===== src/hdl/prab_pkg.sv =====
// Shared constants and types for the peripheral register access bridge
package prab_pkg;
  localparam int ADDR_W = 24;
  localparam int DATA_W = 32;
  localparam int BUS_W = 3;
  localparam int RATIO_W = 3;
  localparam int CNT_W = 8;
  localparam int SYNC_W = 4;
  // Peripheral bus numbers; external bus control sits on its own code
  localparam logic [BUS_W-1:0] BUS_P1 = 3'h1;
  localparam logic [BUS_W-1:0] BUS_P2 = 3'h2;
  localparam logic [BUS_W-1:0] BUS_P4 = 3'h4;
  localparam logic [BUS_W-1:0] BUS_P5 = 3'h5;
  localparam logic [BUS_W-1:0] BUS_P6 = 3'h6;
  localparam logic [BUS_W-1:0] BUS_EXT = 3'h7;
  localparam logic [CNT_W-1:0] MAIN_CYCLES = 8'h01;
  localparam logic [CNT_W-1:0] CNT_ONE = 8'h01;
  localparam logic [SYNC_W-1:0] SYNC_ONE = 4'h1;
  localparam logic [RATIO_W-1:0] RATIO_ZERO = 3'h0;
  localparam logic [RATIO_W-1:0] RATIO_ONE = 3'h1;

  typedef enum logic [5:0] {
    PRAB_IDLE = 6'h01,
    PRAB_MAIN = 6'h02,
    PRAB_SYNC = 6'h04,
    PRAB_PER  = 6'h08,
    PRAB_WAIT = 6'h10,
    PRAB_DONE = 6'h20
  } prab_state_t;
endpackage


===== src/hdl/prab_pdiv.sv =====
// Peripheral clock phase generator derived from the core clock
`timescale 1ns/10ps
module prab_pdiv
  import prab_pkg::*;
(
  input wire logic clk, // Core clock
  input wire logic resetn, // Async reset, active low
  input wire logic [RATIO_W-1:0] ratio, // Core cycles per peripheral cycle, minus one
  output logic tick // High in the last core cycle of each peripheral cycle
);
  logic [RATIO_W-1:0] phase;

  always_ff @(posedge clk or negedge resetn) begin
    if (!resetn) begin
      phase <= RATIO_ZERO;
    end else if (phase >= ratio) begin
      phase <= RATIO_ZERO;
    end else begin
      phase <= phase + RATIO_ONE;
    end
  end

  // A ratio lowered mid-count wraps at once rather than running past it
  assign tick = (phase >= ratio);
endmodule


===== src/hdl/prab_bridge.sv =====
// Bridge from the core main bus to the divided-clock peripheral buses
`timescale 1ns/10ps
module prab_bridge
  import prab_pkg::*;
(
  input wire logic clk, // Core clock
  input wire logic resetn, // Async reset, active low
  input wire logic [RATIO_W-1:0] pclk_ratio, // Core cycles per peripheral cycle, minus one
  input wire logic cpu_req, // CPU access request, level
  input wire logic cpu_we, // Write when high
  input wire logic [ADDR_W-1:0] cpu_addr, // Register address
  input wire logic [DATA_W-1:0] cpu_wdata, // Write data
  input wire logic [BUS_W-1:0] cpu_bus, // Peripheral bus holding the register
  input wire logic cpu_berr_reg, // Target is a bus-error register
  input wire logic dtc_busy, // Transfer controller owns the bus
  output logic cpu_ready, // Access complete, one-cycle pulse
  output logic [DATA_W-1:0] cpu_rdata, // Read data
  output logic cpu_stall, // Access in progress
  output logic [CNT_W-1:0] acc_cycles, // Cycle count of the last access
  output logic per_req, // Peripheral strobe, one cycle
  output logic per_we, // Peripheral write
  output logic [ADDR_W-1:0] per_addr, // Peripheral address
  output logic [DATA_W-1:0] per_wdata, // Peripheral write data
  output logic [BUS_W-1:0] per_bus, // Peripheral bus select
  input wire logic per_ack, // Peripheral access done
  input wire logic [DATA_W-1:0] per_rdata // Peripheral read data
);
  prab_state_t state;
  prab_state_t next_state;
  logic need_sync;
  logic tick;
  logic [SYNC_W-1:0] sync_cnt;
  logic [CNT_W-1:0] per_cnt;
  logic [CNT_W-1:0] elapsed;
  logic acked;

  function automatic logic sync_bus(input logic [BUS_W-1:0] bus, input logic berr);
    case (bus)
      BUS_P2, BUS_P4, BUS_P5, BUS_P6: sync_bus = 1'b1;
      BUS_EXT: sync_bus = !berr;
      default: sync_bus = 1'b0;
    endcase
  endfunction

  prab_pdiv u_pdiv (
    .clk(clk),
    .resetn(resetn),
    .ratio(pclk_ratio),
    .tick(tick)
  );

  assign acked = per_ack && (state == PRAB_PER || state == PRAB_WAIT);

  always_comb begin
    next_state = state;
    case (state)
      PRAB_IDLE: begin
        if (cpu_req && !dtc_busy) begin
          next_state = PRAB_MAIN;
        end
      end
      PRAB_MAIN: begin
        // A bus needing no sync, or a boundary in the main cycle, needs no wait; otherwise sync to next
        if (!need_sync || tick) begin
          next_state = PRAB_PER;
        end else begin
          next_state = PRAB_SYNC;
        end
      end
      PRAB_SYNC: begin
        if (tick) begin
          next_state = PRAB_PER;
        end
      end
      PRAB_PER, PRAB_WAIT: begin
        next_state = acked ? PRAB_DONE : PRAB_WAIT;
      end
      PRAB_DONE: next_state = PRAB_IDLE;
      default: next_state = PRAB_IDLE;
    endcase
  end

  always_ff @(posedge clk or negedge resetn) begin
    if (!resetn) begin
      state <= PRAB_IDLE;
    end else begin
      state <= next_state;
    end
  end

  // Request is latched at acceptance so the CPU may change its pins afterwards
  always_ff @(posedge clk or negedge resetn) begin
    if (!resetn) begin
      per_we <= 1'b0;
      per_addr <= '0;
      per_wdata <= '0;
      per_bus <= '0;
      need_sync <= 1'b0;
    end else if (state == PRAB_IDLE && cpu_req && !dtc_busy) begin
      per_we <= cpu_we;
      per_addr <= cpu_addr;
      per_wdata <= cpu_wdata;
      per_bus <= cpu_bus;
      need_sync <= sync_bus(cpu_bus, cpu_berr_reg);
    end
  end

  always_ff @(posedge clk or negedge resetn) begin
    if (!resetn) begin
      sync_cnt <= '0;
      per_cnt <= '0;
    end else if (state == PRAB_MAIN) begin
      sync_cnt <= '0;
      per_cnt <= '0;
    end else if (state == PRAB_SYNC) begin
      sync_cnt <= sync_cnt + SYNC_ONE;
    end else if (state == PRAB_PER || state == PRAB_WAIT) begin
      per_cnt <= per_cnt + CNT_ONE;
    end
  end

  always_ff @(posedge clk or negedge resetn) begin
    if (!resetn) begin
      acc_cycles <= '0;
      cpu_rdata <= '0;
    end else if (acked) begin
      // Sum counts the finishing peripheral cycle too
      acc_cycles <= MAIN_CYCLES + CNT_W'(sync_cnt) + per_cnt + CNT_ONE;
      cpu_rdata <= per_we ? '0 : per_rdata;
    end
  end

  // Independent stopwatch used only to check the reported count
  always_ff @(posedge clk or negedge resetn) begin
    if (!resetn) begin
      elapsed <= '0;
    end else if (state == PRAB_IDLE) begin
      elapsed <= '0;
    end else if (state != PRAB_DONE) begin
      elapsed <= elapsed + CNT_ONE;
    end
  end

  assign per_req = (state == PRAB_PER);
  assign cpu_ready = (state == PRAB_DONE);
  assign cpu_stall = (state != PRAB_IDLE) && (state != PRAB_DONE);
endmodule


===== config.mk =====
export PLATFORM = sky130hd
export DESIGN_NAME = prab_bridge
export DESIGN_NICKNAME = d
export VERILOG_FILES = /design/src/hdl/prab_pkg.sv /design/src/hdl/prab_pdiv.sv /design/src/hdl/prab_bridge.sv
export SDC_FILE = /design/constraint.sdc
export NUM_CORES = 1
export LEC_CHECK = 0
export ABC_AREA = 1
export BUFFER_PORTS_ARGS = -buffer_cell sky130_fd_sc_hd__buf_2
export CAP_MARGIN = 30
export CORE_MARGIN = 10
export CORE_UTILIZATION = 45
export CTS_BUF_LIST = sky130_fd_sc_hd__clkbuf_4
export DETAILED_ROUTE_END_ITERATION = 8
export PLACE_DENSITY = 0.86
export SLEW_MARGIN = 10
export SYNTH_ARGS = -nofsm -noshare
export SYNTH_HDL_FRONTEND = slang
export SYNTH_SLANG_ARGS = --single-unit

===== constraint.sdc =====
create_clock -name clk -period 2.65 [get_ports clk]
set_input_delay 0.1325 -clock clk [delete_from_list [all_inputs] [get_ports clk]]
set_output_delay 0.1325 -clock clk [all_outputs]
set_load 0.1 [all_outputs]

==> reports/results.tsv <==
metric	value	unit
grt-ovfl-total	0	
drc	0	
cp_max_fo	47	
vias	5252	
async_flop_share	1.00	
critPathKind	reg -> reg	
synth-edff-count	0	
die_w	129	um
synth_area	5350	um2
syn_inst	626	
hp-class	in -> reg	
initial_core_util	0.464	
rsz0062_at_grt	no	
ant_nets	0	
synth-seq-cells	122	
hpwlAfterDp	10600	um
die_h	129	um
max_cap_violations	0	
status	finished, final reports clean	
post_drt_via_cell_ratio	4.85	
firstDrtPassIters	5	
cts_root_buf	clkbuf_4	
wirelength	17200	um
clk_latency	0.52	ns
area_growth	44.4	%
fin_skew	0.0284	ns
required	3.11	ns
synth_area_per_cell	8.54	um2
grt_pass1_wl	27800	um
setup-tns-final	0	ns
drtIter0Drc	302	
worst_ep_arrival_time	2.67	ns
wl_per_cell	15.9	um
whs	0.0859	ns
cp-start-kind	flop	
post-route-period-util	0.836	
grt_usage	0.209	
pre_cts_ws	0.534	ns
grt_antenna_before_repair	2	
path_clk_slew	0.13	ns
placementRows	39	
gp_congestion	0.818	
period_needed	2.21	ns
crit_path_end_kind	flop	
fin_util	0.670	
cts.sinks	122	
relSlewSlack	0.567	
drv_slew	0	
timing.final.ws_setup	0.436	ns
grt_max_degree	77	
ys_warn_count	0	
fmax	452	MHz
cts-resized-gates	0	
setup_viol	0	
drive_gt1_frac	0.278	
fp.coreArea	11500	um2
place.port_buffers	203	
cts.path.max_buffers	2	
hold_viol_final	0	
cts_buffers	17	
h-tree-depth	4	
die-area	16600	um2
num_io_pins	204	
cts_tree	done	
grt_pass1_vias	5534	
nets	1039	
syn-num-nets	742	
tightest_slew	0.649	ns
ys.flop_type	dfrtp_1	
yosysSeqAreaShare	0.571	
synth.distinct_cells	31	
## synth_stat cells, drive strengths merged (2+ instances only)
| master | number | area share |
|---|---|---|
| a21oi | 5 | 0.0047 |
| inv | 39 | 0.027 |
| nor2 | 30 | 0.023 |
| nand2 | 309 | 0.22 |
| o21ai | 41 | 0.042 |
| dfrtp | 121 | 0.57 |
| clkbuf | 10 | 0.0073 |
| nor3 | 2 | 0.0019 |
| nand4 | 6 | 0.0094 |
| xor2 | 3 | 0.0049 |
| buf | 17 | 0.025 |
| ha | 14 | 0.033 |
| nand3 | 22 | 0.022 |
## cell usage in the layout, fill, tap and decap left out, drive strengths merged, types with 2 or more instances in the layout
cell         count
nand3           22
o21ai           41
ha              14
nor2            30
nand4            6
xor2             3
clkinv           4
dlygate4sd3     96
clkbuf          18
a21oi            5
dfrtp          121
inv             45
nor3             2
nand2          309
buf            209
clkinvlp         3
diode            3
## sequential cells by signal, summed over array words and instances, names as in the netlist
name,cells
acc_cycles,8
sync_cnt,4
per_wdata,32
per_addr,24
cpu_rdata,32
state,6
per_bus,3
per_we,1
per_cnt,8
need_sync,1
u_pdiv.phase,3
## final timing paths
check,startpoint,to,slack (ns),depth (start not counted)
worst max-delay path,state[0],need_sync,0.44,8
worst min-delay path,cpu_req,state[0],0.09,5
worst max register to register,state[0],need_sync,0.44,8
worst min register to register,per_wdata[26],per_wdata[26],0.49,2
max in group asynchronous,resetn,cpu_rdata[3],1.71,3
min in group asynchronous,resetn,per_cnt[3],0.18,2
## worst max-delay path: stages (launching register included)
cell,delay (ns)
dfstp_2,0.55
inv_1,0.05
nor2_1,0.14
nand4_2,0.12
inv_2,0.30
buf_12,0.26
nand3_1,0.12
nand3_1,0.08
dlygate4sd3_1,0.54
## stage by stage
stage                     std cells  area, um2
after floorplan                 626       5350
after global placement          950       6450
after detailed placement        950       6450
after CTS                      1078       7690
after global routing           1081       7720
final                          1082       7720
## final cells by class
class | instances | area, um2
antenna | 3 | 7.51
clock buffer | 18 | 135
clock inverter | 14 | 139
fill | 856 | 3790
inverter | 39 | 146
multi-input combinational | 438 | 1980
sequential | 122 | 3050
tap | 143 | 179
timing repair buffer | 305 | 2080
## routing by layer
metal  wire length (um)  up-vias  GRT usage  share of wire
met4                387        0     0.0863          0.023
met3               1610       29     0.0803          0.094
li1                   -     2545          -              -
met2               8320      230      0.349           0.48
met5                  0        -          0              0
met1               6860     2448      0.236           0.40
## cell families (layout without fill, tap and decap cells)
group / count (synthesis) / count (layout) / synth area share
other: 0 / 3 / 0
xor gates and xnor gates: 4 / 4 / 0.00655
adders and majority gates: 15 / 15 / 0.0365
buffers and inverters: 66 / 376 / 0.0601
AOI/OAI and AO/OA: 49 / 49 / 0.0505
and+or+nand+nor: 370 / 370 / 0.275
DFF: 122 / 122 / 0.571
## what timing repair did
item,CTS,global route
endpoints found under the hold margin,143,0
setup buffers,0,0
hold buffers,96,0
Power is left out: the tool's default activity adds up to more than one toggle a clock period on the data nets, which glitch-free logic cannot reach.
